===== config.mk =====
export PLATFORM = sky130hd
export DESIGN_NAME = dfc_seq
export DESIGN_NICKNAME = d
export VERILOG_FILES = /design/src/shared/dfc_pkg.sv /design/src/dfc_seq.sv
export SDC_FILE = /design/constraint.sdc
export NUM_CORES = 1
export LEC_CHECK = 0
export BUFFER_PORTS_ARGS = -buffer_cell sky130_fd_sc_hd__buf_4
export CORE_UTILIZATION = 25
export CTS_CLUSTER_SIZE = 25
export DETAILED_ROUTE_END_ITERATION = 10
export GPL_TIMING_DRIVEN = 0
export HOLD_SLACK_MARGIN = 0.06
export PLACE_DENSITY = 0.51
export SYNTH_ARGS = -nofsm -noshare
export SYNTH_HDL_FRONTEND = slang
export SYNTH_SLANG_ARGS = --single-unit

===== constraint.sdc =====
create_clock -name clk -period 7.25 [get_ports clk]
set_input_delay 1.0875 -clock clk [delete_from_list [all_inputs] [get_ports clk]]
set_output_delay 1.0875 -clock clk [all_outputs]
set_load 0.005 [all_outputs]

===== src/shared/dfc_pkg.sv =====
// ****************************************
// Clock frequency change sequencer package
// ****************************************
package dfc_pkg;

    localparam int AW = 6;
    localparam int DW = 32;
    localparam int CW = 16;
    localparam int FW = 4;

    // ****************************************
    // Register offsets (byte addresses)
    // ****************************************
    localparam logic [AW-1:0] OFS_CTRL = 6'h00;
    localparam logic [AW-1:0] OFS_STAT = 6'h04;
    localparam logic [AW-1:0] OFS_TCKSRE = 6'h08;
    localparam logic [AW-1:0] OFS_TCKSRX = 6'h0C;
    localparam logic [AW-1:0] OFS_TEXIT = 6'h10;
    localparam logic [AW-1:0] OFS_TMRD = 6'h14;
    localparam logic [AW-1:0] OFS_TDLLK = 6'h18;
    localparam logic [AW-1:0] OFS_MR0 = 6'h1C;
    localparam logic [AW-1:0] OFS_MR2 = 6'h20;
    localparam logic [AW-1:0] OFS_FSEL = 6'h24;

    // ****************************************
    // Field positions
    // ****************************************
    localparam int CTRL_START = 0;
    localparam int CTRL_MODE = 1;
    localparam int CTRL_UPD = 2;
    localparam int CTRL_ODT = 3;
    localparam int STAT_BUSY = 0;
    localparam int STAT_DONE = 1;
    localparam int STAT_STATE = 8;
    localparam int MR0_DLL_RST = 8;

    localparam logic [2:0] BA_MR0 = 3'h0;
    localparam logic [2:0] BA_MR2 = 3'h2;

    // csN rasN casN weN
    localparam logic [3:0] CMD_NOP = 4'h7;
    localparam logic [3:0] CMD_MRS = 4'h0;
    localparam logic [3:0] CMD_REF = 4'h1;

    // ****************************************
    // Timing defaults, reprogrammable
    // ****************************************
    localparam int CLK_NS = 50;
    localparam int T_CKSRE_NS = 10;
    localparam int T_CKSRX_NS = 10;
    localparam int T_EXIT_NS = 170;
    localparam int T_MRD_NCK = 4;
    localparam int T_DLLK_NCK = 512;
    localparam logic [CW-1:0] DEF_TCKSRE = CW'((T_CKSRE_NS + CLK_NS - 1) / CLK_NS);
    localparam logic [CW-1:0] DEF_TCKSRX = CW'((T_CKSRX_NS + CLK_NS - 1) / CLK_NS);
    localparam logic [CW-1:0] DEF_TEXIT = CW'((T_EXIT_NS + CLK_NS - 1) / CLK_NS);
    localparam logic [CW-1:0] DEF_TMRD = CW'(T_MRD_NCK);
    localparam logic [CW-1:0] DEF_TDLLK = CW'(T_DLLK_NCK);
    localparam logic [CW-1:0] DEF_MR0 = 16'h0000;
    localparam logic [CW-1:0] DEF_MR2 = 16'h0000;
    localparam logic [FW-1:0] DEF_FSEL = 4'h0;

    typedef enum logic [3:0] {
        S_IDLE, S_ENTER, S_WSRE, S_SWITCH, S_WSRX, S_EXIT,
        S_WEXIT, S_DLLRST, S_WMRD, S_MR2, S_WMRD2, S_LOCK
    } dfc_state_t;

    typedef struct packed {
        logic csN;
        logic rasN;
        logic casN;
        logic weN;
        logic [2:0] ba;
        logic [15:0] addr;
    } dfc_cmd_t;

    typedef struct packed {
        logic cke;
        logic odt;
        dfc_cmd_t cmd;
    } dfc_pins_t;

    typedef struct packed {
        logic wr;
        logic rd;
        logic [AW-1:0] addr;
        logic [DW-1:0] wdata;
    } dfc_bus_t;

endpackage : dfc_pkg


===== src/dfc_seq.sv =====
// What this block does
// - Clock period stays fixed except inside the two change states.
// - Clock switch requested only in self-refresh or precharge power-down.
// - After self-refresh entry and tCKSRE, clock may change.
// - New clock stable for tCKSRX before self-refresh exit.
// - Self-refresh entry and exit timing still met for frequency changes.
// - New frequency chosen within speed grade limits; FSEL is used as written with no range check, so software must pick it.
// - ODT held low through power-down when nominal termination was on.
// - Power-down change waits tCKSRE after CKE low.
// - ODT and CKE held steady low while frequency changes.
// - New clock stable for tCKSRX before power-down exit.
// - After exit and tXP, reset DLL by mode register set.
// - Extra mode register writes update WR, CL, CWL with CKE high.
// - During DLL re-lock ODT stays low and CKE high.
// - DLL reset sets address bit A8 in mode register 0 write.
// - Wait tDLLK after DLL reset before commands needing lock.
//
// Added by the designer: strobed register access and the address map.
`timescale 1ns/1ps
module dfc_seq
    import dfc_pkg::*;
(
    input wire logic clk,
    input wire logic nrst,
    input wire dfc_bus_t busReq,
    output logic [DW-1:0] rdata,
    input wire logic clkAck,
    output logic clkReq,
    output logic [FW-1:0] freqSel,
    output dfc_pins_t dram,
    output logic busy
);

    typedef struct packed {
        dfc_state_t state;
        logic [CW-1:0] cnt;
        logic cke;
        logic odt;
        dfc_cmd_t cmd;
        logic clkReq;
        logic [FW-1:0] fselOut;
        logic done;
        logic modePd;
        logic upd;
        logic odtIdle;
        logic [CW-1:0] tCksre;
        logic [CW-1:0] tCksrx;
        logic [CW-1:0] tExit;
        logic [CW-1:0] tMrd;
        logic [CW-1:0] tDllk;
        logic [CW-1:0] mr0;
        logic [CW-1:0] mr2;
        logic [FW-1:0] fsel;
        logic [DW-1:0] rdata;
    } dfc_regs_t;

    dfc_regs_t r_q;
    dfc_regs_t r_d;

    // ****************************************
    // Helpers
    // ****************************************
    function automatic dfc_cmd_t mkCmd(
        input logic [3:0] code,
        input logic [2:0] ba,
        input logic [15:0] addr
    );
        dfc_cmd_t c;
        c.csN = code[3];
        c.rasN = code[2];
        c.casN = code[1];
        c.weN = code[0];
        c.ba = ba;
        c.addr = addr;
        return c;
    endfunction : mkCmd

    // Timing and mode registers read back zero-extended
    function automatic logic [DW-1:0] zext(input logic [CW-1:0] v);
        return {{(DW-CW){1'b0}}, v};
    endfunction : zext

    logic busyNow;
    assign busyNow = (r_q.state != S_IDLE);

    // ****************************************
    // Next state
    // ****************************************
    always_comb
    begin
        r_d = r_q;
        r_d.cmd = mkCmd(CMD_NOP, 3'h0, 16'h0000);
        r_d.rdata = '0;
        if (r_q.cnt != '0)
        begin
            r_d.cnt = r_q.cnt - CW'(1);
        end

        // ****************************************
        // Register bus
        // ****************************************
        // Register writes; settings stay frozen while a change runs
        // A write while busy is dropped, not queued; software polls STAT
        if (busReq.wr && !busyNow)
        begin
            unique case (busReq.addr)
                OFS_CTRL:
                begin
                    r_d.modePd = busReq.wdata[CTRL_MODE];
                    r_d.upd = busReq.wdata[CTRL_UPD];
                    r_d.odtIdle = busReq.wdata[CTRL_ODT];
                    r_d.odt = busReq.wdata[CTRL_ODT];
                    if (busReq.wdata[CTRL_START])
                    begin
                        r_d.done = 1'b0;
                        r_d.state = S_ENTER;
                    end
                end
                OFS_TCKSRE: r_d.tCksre = busReq.wdata[CW-1:0];
                OFS_TCKSRX: r_d.tCksrx = busReq.wdata[CW-1:0];
                OFS_TEXIT: r_d.tExit = busReq.wdata[CW-1:0];
                OFS_TMRD: r_d.tMrd = busReq.wdata[CW-1:0];
                OFS_TDLLK: r_d.tDllk = busReq.wdata[CW-1:0];
                OFS_MR0: r_d.mr0 = busReq.wdata[CW-1:0];
                OFS_MR2: r_d.mr2 = busReq.wdata[CW-1:0];
                // Software must pick a rate inside the speed grade
                OFS_FSEL: r_d.fsel = busReq.wdata[FW-1:0];
                default: ;
            endcase
        end

        if (busReq.rd)
        begin
            unique case (busReq.addr)
                OFS_CTRL:
                begin
                    // START is a strobe and always reads back as zero
                    r_d.rdata[CTRL_MODE] = r_q.modePd;
                    r_d.rdata[CTRL_UPD] = r_q.upd;
                    r_d.rdata[CTRL_ODT] = r_q.odtIdle;
                end
                OFS_STAT:
                begin
                    r_d.rdata[STAT_BUSY] = busyNow;
                    r_d.rdata[STAT_DONE] = r_q.done;
                    r_d.rdata[STAT_STATE +: 4] = r_q.state;
                end
                OFS_TCKSRE: r_d.rdata = zext(r_q.tCksre);
                OFS_TCKSRX: r_d.rdata = zext(r_q.tCksrx);
                OFS_TEXIT: r_d.rdata = zext(r_q.tExit);
                OFS_TMRD: r_d.rdata = zext(r_q.tMrd);
                OFS_TDLLK: r_d.rdata = zext(r_q.tDllk);
                OFS_MR0: r_d.rdata = zext(r_q.mr0);
                OFS_MR2: r_d.rdata = zext(r_q.mr2);
                OFS_FSEL: r_d.rdata = DW'(r_q.fsel);
                default: r_d.rdata = '0;
            endcase
        end

        // ****************************************
        // Sequencer
        // ****************************************
        // The clock may only move while CKE is low; each timed wait except S_WMRD2 counts cnt down to zero
        unique case (r_q.state)
            S_IDLE: ;
            S_ENTER:
            begin
                // ODT low from entry on keeps termination off in power-down
                r_d.odt = 1'b0;
                r_d.cke = 1'b0;
                if (!r_q.modePd)
                begin
                    r_d.cmd = mkCmd(CMD_REF, 3'h0, 16'h0000);
                end
                r_d.cnt = r_q.tCksre;
                r_d.state = S_WSRE;
            end
            S_WSRE:
            begin
                if (r_q.cnt == '0)
                begin
                    r_d.state = S_SWITCH;
                end
            end
            S_SWITCH:
            begin
                // Only reachable with CKE low, so the clock is don't care
                r_d.clkReq = 1'b1;
                r_d.fselOut = r_q.fsel;
                if (r_q.clkReq && clkAck)
                begin
                    r_d.clkReq = 1'b0;
                    r_d.cnt = r_q.tCksrx;
                    r_d.state = S_WSRX;
                end
            end
            S_WSRX:
            begin
                // Margin after the ack, which only says the source has settled
                if (r_q.cnt == '0)
                begin
                    r_d.state = S_EXIT;
                end
            end
            S_EXIT:
            begin
                // Self-refresh exit is a NOP with CKE rising
                r_d.cke = 1'b1;
                r_d.cnt = r_q.tExit;
                r_d.state = S_WEXIT;
            end
            S_WEXIT:
            begin
                // One register serves tXS after self-refresh and tXP after power-down
                if (r_q.cnt == '0)
                begin
                    r_d.state = S_DLLRST;
                end
            end
            S_DLLRST:
            begin
                // New WR and CL ride on the same write as the DLL reset
                r_d.cmd = mkCmd(CMD_MRS, BA_MR0,
                    r_q.mr0 | (CW'(1) << MR0_DLL_RST));
                r_d.cnt = r_q.tMrd;
                r_d.state = S_WMRD;
            end
            S_WMRD:
            begin
                if (r_q.cnt == '0)
                begin
                    r_d.state = r_q.upd ? S_MR2 : S_LOCK;
                    // Lock time counted from the reset, less time spent here
                    r_d.cnt = (r_q.tDllk > r_q.tMrd) ? r_q.tDllk - r_q.tMrd : '0;
                end
            end
            S_MR2:
            begin
                // Keep the longer of the lock remainder and the tMRD gap
                r_d.cmd = mkCmd(CMD_MRS, BA_MR2, r_q.mr2);
                r_d.cnt = (r_q.cnt > r_q.tMrd) ? r_q.cnt : r_q.tMrd;
                r_d.state = S_WMRD2;
            end
            S_WMRD2:
            begin
                // One spare cycle; the lock count keeps running meanwhile
                r_d.state = S_LOCK;
            end
            S_LOCK:
            begin
                // CKE high and ODT low without a break until lock
                if (r_q.cnt == '0)
                begin
                    r_d.odt = r_q.odtIdle;
                    r_d.done = 1'b1;
                    r_d.state = S_IDLE;
                end
            end
            default: r_d.state = S_IDLE;
        endcase
    end

    // ****************************************
    // State register
    // ****************************************
    always_ff @(posedge clk)
    begin
        if (!nrst)
        begin
            r_q <= '0;
            r_q.state <= S_IDLE;
            r_q.cke <= 1'b1;
            r_q.cmd <= mkCmd(CMD_NOP, 3'h0, 16'h0000);
            r_q.fselOut <= DEF_FSEL;
            // Timing defaults return on reset so a bare start keeps safe spacing
            r_q.tCksre <= DEF_TCKSRE;
            r_q.tCksrx <= DEF_TCKSRX;
            r_q.tExit <= DEF_TEXIT;
            r_q.tMrd <= DEF_TMRD;
            r_q.tDllk <= DEF_TDLLK;
            r_q.mr0 <= DEF_MR0;
            r_q.mr2 <= DEF_MR2;
            r_q.fsel <= DEF_FSEL;
        end
        else
        begin
            r_q <= r_d;
        end
    end

    // ****************************************
    // Outputs
    // ****************************************
    // All pins come straight from flip-flops; only busy is decoded
    assign rdata = r_q.rdata;
    assign clkReq = r_q.clkReq;
    assign freqSel = r_q.fselOut;
    assign dram.cke = r_q.cke;
    assign dram.odt = r_q.odt;
    assign dram.cmd = r_q.cmd;
    assign busy = busyNow;

endmodule : dfc_seq


Word-level counts from Yosys, hierarchy flattened
Cells that the tools add are included.

storage, ports and cells
  bits in registers = 202
  bits in latches = 0
  bits in writable memories = 0
  ROM bits = 0
  bits of input ports = 43
  output and inout bits = 63
  memories kept = 0

cells by class
  add/sub/neg operators = 2
  $mul = 0
  divide/modulo/power cells = 0
  $lt $le $gt $ge = 2
  equality and inequality tests = 21
  shift operators = 0
  muxes and demuxes = 42
  bitwise gates (word level) = 0
  reduce and logical (&&, ||, !) cells = 19

operator list
  kind                     number
  $mux W16                 10
  $mux W120                1
  $pmux W16 S6             1
  $pmux W23 S3             1
  $pmux W4 S7              2
  $pmux W4 S12             1
  $mux W20                 2
  $mux W4                  9
  $gt A16 B16 Y1           2
  $pmux W4 S8              1
  $eq A6 B5 Y1 const B     4
  $mux W22                 1
  $reduce_and A2 Y1        10
  $pmux W2 S9              1
  $eq A4 B3 Y1 const B     4
  $eq A4 B4 Y1 const B     4
  $logic_not A16 Y1        1
  $reduce_bool A16 Y1      1
  $sub A16 B1 Y16 const B  1
  $sub A16 B16 Y16         1
  $eq A6 B4 Y1 const B     2
  $eq A6 B6 Y1 const B     2
  $pmux W1 S10             1
  $pmux W1 S9              1
  13 further kinds         22

Longest topological paths before layout
Gate-level depths: netlist of the first run.

  depth in word-level cells = 6
  gate-level depth with buffers = 10
  depth with buffers taken out = 10

Worst setup path after synthesis of the first run
Ideal clock, no wire load.

  path kind = in2reg
  start = in busReq[33] (netlist bit)
  end = reg r_q[116] (netlist bit)
  setup time = 137 ps
  data arrival time = 2647 ps
  required time = 7113 ps
  path slack = 4466 ps
  stages on the path = 7
  buffers on the path = 2
  cells stage by stage = or4_1 -> clkbuf_1 -> nor2_1 -> nand2_1 -> clkbuf_1 -> nand2_1 -> nand3_1

on the way
  longest elaborated chain between the ends = 2

ends and longest elaborated chain
  what                         line            source
  from (decl)                  dfc_seq.sv:25   input wire dfc_bus_t busReq,
  $eq A6 B4 Y1                 dfc_seq.sv:106  unique case (busReq.addr)
  $reduce_and A2 Y1 (no line)  n/a
  to (signal assigned)         dfc_seq.sv:287  r_q <= r_d;
  to (decl)                    dfc_seq.sv:57   dfc_regs_t r_q;

No other way between the ends.
A chain may end at the register's enable or synchronous reset.

Worst setup path in the final report of the first run
  start = in busReq[33] (netlist bit)
  end = reg r_q[39] (netlist bit)

on the way
  longest elaborated chain between the ends = 2

ends and longest elaborated chain
  what                         line
  $eq A6 B6 Y1                 dfc_seq.sv:106
  $reduce_and A2 Y1 (no line)  n/a

No other way between the ends.

==> impl_metrics.toml, run 1 <==
[placement]
dp_hpwl_mm = 29.8
port_buffers = 64
gp_congestion = 0.912

[logic_synthesis]
syn_area_um2 = 10000
syn-instance-count = 1310
synth-edff-count = 0
syn_avg_cell_area_um2 = 7.66
seq_area_frac_synth_pct = 36.3
ys.flop_type = "dfxtp_1"
async_reset_ff_share_pct = 0
synth_seq_cells = 182
synth.distinct_cells = 74
yosys_warnings = 0

[critical_path]
crit_buf_inv = 2
cpMaxStageDelayCell = "nor3_1"
r2r_cells = 10
path_common_cell = "nand2_1"
arrival_ns = 3.73
crit_path_cell_trace = "buf_4 > nor2_1 > nand3b_1 > nor3_1 > nand2_1 > clkbuf_1 > nand2_1 > a21oi_1"
r2r_setup_slack_ns = 3.92
worst_r2r_endpoint = "r_q[196]"
crit_type = "in -> reg"
r2r_start = "r_q[68]"
end_kind = "flop"
startpoint_type = "primary input"
cp.required_ns = 7.57
cp_top_family = "simple AND/OR/NAND/NOR gates"
worst-path-max-fanout = 10
slowest_delay_ns = 1.05

[timing]
layout_min_cycle_time_ns = 3.41
skew_ns = 0.0157
slew_violations = 0
rsz0062_at_grt = "no"
tightest_slew_ns = 1.34
maxSlewHeadroom_pct = 9.67
setup_viol = 0
fin_setup_tns_ns = 0
clock.fmax_mhz = 293
min_period_over_period_pct = 47.1
hold_viol = 0

[final_layout]
syn2layout_area_growth_pct = 18.4
drive_gt1_share_pct = 13.6
diodes = 0
final_common_cell = "nand2_1"
post-route-util_pct = 30.0
layout_common_cells = "nand2_1, dfxtp_1, a21oi_1"
finalNetCount = 1489
fillers = 4350

[floorplan]
initial_utilization_pct = 25.3
core-area_um2 = 39600
die_y_um = 202
die_w_um = 202
placementRows = 73
io_pins = 106
die_area_um2 = 40900

[clock_tree]
clockRootBuffer = "clkbuf_16"
cts-buffers-inserted = 17
ctsHoldBuffers = 0
clk_latency_ns = 0.45
path_clk_slew_ns = 0.07
cts_tree = "yes"
ctsResizeCount = 0
cts_setup_buffers = 0
ctsHtreeMaxLevel = 4
clockBufferDepth = 2
clock_sinks = 182

[min_path]
min_from = "freqSel[1]"
hold_class = "reg -> reg"
whs_endpoint = "freqSel[1]"
whs_path_depth = 2

[global_routing]
grt_pass1_wl_mm = 57.7
grt_pass1_vias = 9549
grt_overflow = 0
grt_usage_pct = 18.5
antenna_found_initial = 0
grt_max_degree = 17

[route]
wirelength_mm = 38.2
drc = 0
vias = 10200
routedWlPerCell_um = 19.6
avgViaCountPerCell = 5.22
first_iter_violations = 1164
dr.pass1.iters = 6
drtAntennaViolNets = 0

[power_and_ir_drop]
p_per_area_nw_per_um2 = 232
p_int_w = 0.00190
worst_ir_drop_vdd_uv = 171
power_frac_seq_pct = 39.7
pwr-share-comb_pct = 22.8
clkPwrFrac_pct = 37.4
p_sw_share_pct = 31.3
leakage_nw = 4.20
switching_power_w = 0.000864

[outcome]
run_status = "complete, no violations"

[flow_run]
maxCapViolCount = 0
## final cells by class
cell class | count | area (um2) | share of cell area, %
Clock buffer | 20 | 467 | 3.93
Inverter | 32 | 120 | 1.01
Sequential cell | 182 | 3640 | 30.7
Clock inverter | 11 | 171 | 1.44
Multi-Input combinational cell | 976 | 5560 | 46.8
Buffer | 138 | 776 | 6.53
Tap cell | 525 | 657 | 5.53
Timing Repair Buffer | 64 | 480 | 4.05
## power by group through the flow
stage	logic, W	clock network [W]	registers, W
after floorplan	0.000458	0	0.00110
after global placement	0.000612	0	0.00112
after detailed placement	0.000612	0	0.00112
after CTS	0.000616	0.00104	0.00109
after global routing	0.000685	0.00108	0.00110
final	0.000630	0.00103	0.00110
## sequential cells by signal, indices dropped and copies added (netlist names)
| register | count |
|---|---|
| rdata | 16 |
| r_q | 140 |
| clkReq | 1 |
| freqSel | 4 |
| dram | 21 |
## cell families after synthesis
kind of cell	after synthesis	synth area share, %
buffers and inverters	170	8.93
flip-flops	182	36.3
AO/OA/AOI/OAI	403	25.6
multiplexers	16	1.60
XOR/XNOR	16	1.40
other	1	0.0374
AND/OR/NAND/NOR	487	21.7
adder cells (fa/ha/maj)	35	4.44
## cell usage after synthesis (all sizes together) (3+ instances only)
library cell    n  area (um2)
nand2         298        1120
nand3b          5        37.5
xor2           10        87.6
a22oi          57         428
o21a           10        75.1
nand3          22         110
or2             3        18.8
a222oi          6        60.1
a21o            5        37.5
a211oi         13         115
a31oi          20         125
clkbuf         60         225
dfxtp         182        3640
ha             34         425
o31a            3        26.3
a21oi         172         861
a221oi         15         131
nor3b           3        27.5
a22o           15         131
mux2i          16         160
o22ai           5        31.3
o221a           3        33.8
nor2           73         274
or3             5        31.3
nor3           24         140
nand4          11        68.8
and2            4        25.0
nor2b           9        56.3
buf            78         551
nand2b         11        71.3
inv            31         116
o211ai          9        67.6
nor4            7        77.6
and3            3        18.8
xnor2           6        52.6
o31ai           4        35.0
o21ai          46         230
## tightest hold or removal path, cell delays in order, from the launching register on
cell and delay (ns):
dfxtp_1 0.31, nand2_1 0.05, a21oi_1 0.05
## layer usage
| metal | GRT usage [%] | part of all wire (%) | vias to the layer above |
|---|---|---|---|
| li1 | - | - | 4775 |
| met3 | 3.00 | 6.4 | 52 |
| met2 | 28.8 | 44 | 421 |
| met1 | 26.1 | 47 | 4926 |
| met5 | 0 | 0 | - |
| met4 | 5.29 | 2.1 | 0 |
## stage by stage
stage          hold WS [ns]  cell area [um2]  instances  setup WS, ns  power [W]
2_1_floorplan         0.436            10100       1328          4.47    0.00156
3_3_place_gp          0.453            11200       1917          3.49    0.00173
3_5_place_dp          0.451            11200       1917          3.47    0.00173
4_1_cts               0.462            11900       1948          3.87    0.00275
5_1_grt               0.490            11900       1948          3.63    0.00287
6_report              0.460            11900       1948          3.84    0.00276
## worst max path at each step
stage	to	cells past startpoint	start	slack, ns
finish	r_q[39]	8	busReq[33]	3.84
global placement	r_q[36]	8	busReq[33]	3.49
detailed placement	r_q[51]	8	busReq[33]	3.47
CTS	r_q[196]	10	r_q[68]	3.87
global route	r_q[38]	8	busReq[33]	3.63
floorplan	r_q[116]	7	busReq[33]	4.47
Power figures use the tool's default switching activity.
==> inputs of run 2 (changes only) <==
clock period = 3.2 ns   (was 7.25 ns; I/O delays follow)
==> impl_metrics.toml, run 2 (synthesized netlist as in run 1, its figures left out) <==
[power_and_ir_drop]
p_int_w = 0.00430
p_sw_share_pct = 31.4
leakage_nw = 4.24
clkPwrFrac_pct = 37.4
p_per_area_nw_per_um2 = 526
power_frac_seq_pct = 39.7
switching_power_w = 0.00197
worst_ir_drop_vdd_uv = 388
pwr-share-comb_pct = 22.9

[final_layout]
final_cell_area_um2 = 11900
drive_gt1_share_pct = 13.9
final_common_cell = "nand2_1"
largest_reg_flops = 140
fillers = 4347
finalNetCount = 1493
syn2layout_area_growth_pct = 18.9
regMostFlops = "r_q"
diodes = 0
layout_common_cells = "nand2_1, dfxtp_1, a21oi_1"

[global_routing]
grt-busiest-layer = "met2"
grt_overflow = 0
met2_usage_pct = 28.8
grt_pass1_wl_mm = 57.7
grt_pass1_vias = 9549
use_met1_pct = 26.1
antenna_found_initial = 0
grt_max_degree = 17
grt_usage_pct = 18.5
use_met3_pct = 3.00

[placement]
place_area_um2 = 11200
dp_hpwl_mm = 29.8
gp_congestion = 0.912
pre_cts_slack_ns = -0.149
port_buffers = 64

[route]
first_iter_violations = 1143
avgViaCountPerCell = 5.22
routedWlPerCell_um = 19.6
wirelength_mm = 38.2
drc = 0
drtAntennaViolNets = 0
dr.pass1.iters = 6
vias = 10200

[critical_path]
r2r_start = "r_q[199]"
crit_type = "reg -> reg"
startpoint = "r_q[199]"
end_kind = "flop"
slowest_delay_ns = 0.62
cp.required_ns = 3.56
startpoint_type = "flop"
cpMaxStageDelayCell = "nor2_1"
crit_path_cell_trace = "clkbuf_1 > nand4bb_1 > nor2_1 > clkbuf_1 > a221oi_1 > o211ai_1 > a21oi_1 > o32ai_1"
path_common_cell = "clkbuf_1"
arrival_ns = 3.35
worst-path-max-fanout = 10

[floorplan]
io_pins = 106
placementRows = 73
die_area_um2 = 40900
die_y_um = 202
die_w_um = 202
core-area_um2 = 39600
initial_utilization_pct = 25.3

[timing]
tightest_slew_ns = 1.33
worst_hold_slack_ns = 0.326
rsz0062_at_grt = "no"
layout_min_cycle_time_ns = 2.99
slew_violations = 0
skew_ns = 0.0115
clock.fmax_mhz = 335
hold_viol = 0
layout_setup_ws_ns = 0.213
maxSlewHeadroom_pct = 10.4
setup_viol = 0
min_period_over_period_pct = 93.4

[clock_tree]
clock_sinks = 182
clockBufferDepth = 2
clockRootBuffer = "clkbuf_16"
cts-buffers-inserted = 17
ctsHoldBuffers = 0
cts_tree = "yes"
path_clk_slew_ns = 0.07
ctsHtreeMaxLevel = 4
clk_latency_ns = 0.45

[min_path]
min_from = "busReq[4]"
hold_class = "in -> reg"

[flow_run]
maxCapViolCount = 0

[outcome]
run_status = "complete, no violations"
==> run 2: layer usage <==
layer | part of all wire, % | vias to the layer above
li1 | - | 4791
met1 | 47 | 4945
met2 | 44 | 408
met3 | 6.3 | 51
met4 | 2.1 | 0
met5 | 0 | -
==> run 2: area by class of cell <==
type	count	area, um2	share of cell area (%)
clock inverters	11	171	1.44
plain buffers	138	777	6.51
clock buffers	20	467	3.91
multi-input cells	976	5580	46.8
repair buffers	68	510	4.28
flip-flops and latches	182	3640	30.5
inverters	32	120	1.01
well taps	525	657	5.51
==> run 2: per-stage QoR <==
| stage | setup TNS [ns] | utilization [%] | cells | total power [W] |
|---|---|---|---|---|
| after CTS | 0 | 30.0 | 1948 | 0.00624 |
| after global placement | -0.230 | 28.4 | 1917 | 0.00392 |
| after detailed placement | -0.240 | 28.4 | 1917 | 0.00392 |
| final | 0 | 30.1 | 1952 | 0.00627 |
| after floorplan | 0 | - | 1328 | 0.00352 |
| after global routing | 0 | 30.1 | 1952 | 0.00651 |
==> run 2: timing repair <==
| item | in CTS | in global routing |
|---|---|---|
| resized for setup | 1 | 4 |
| endpoints found under the hold margin | 0 | 0 |
| setup endpoints to repair | 4 | 11 |
| setup buffers | 0 | 4 |
| pin swaps | 1 | 1 |
==> run 2: power groups by stage <==
stage / sequential (W) / clock [W] / combinational, W
floorplan: 0.00249 / 0 / 0.00104
global placement: 0.00253 / 0 / 0.00139
detailed placement: 0.00253 / 0 / 0.00139
CTS: 0.00248 / 0.00236 / 0.00140
global route: 0.00250 / 0.00245 / 0.00157
finish: 0.00249 / 0.00234 / 0.00144
==> run 2: path summary, 6_finish.rpt <==
path                            depth (start not counted)  slack [ns]         end
worst min register to register                          2        0.46  freqSel[1]
worst max register to register                          8        0.21    r_q[182]
worst min-delay path                                    3        0.33     r_q[88]
worst max-delay path                                    8        0.21    r_q[182]
==> run 2: worst max-delay path: cells and delay by family, from the launching register on <==
family,cells,cell delay (ns)
and+or+nand+nor,2,1.04
buffers and inverters,2,0.95
AOI/OAI and AO/OA,4,0.56
DFF,1,0.34
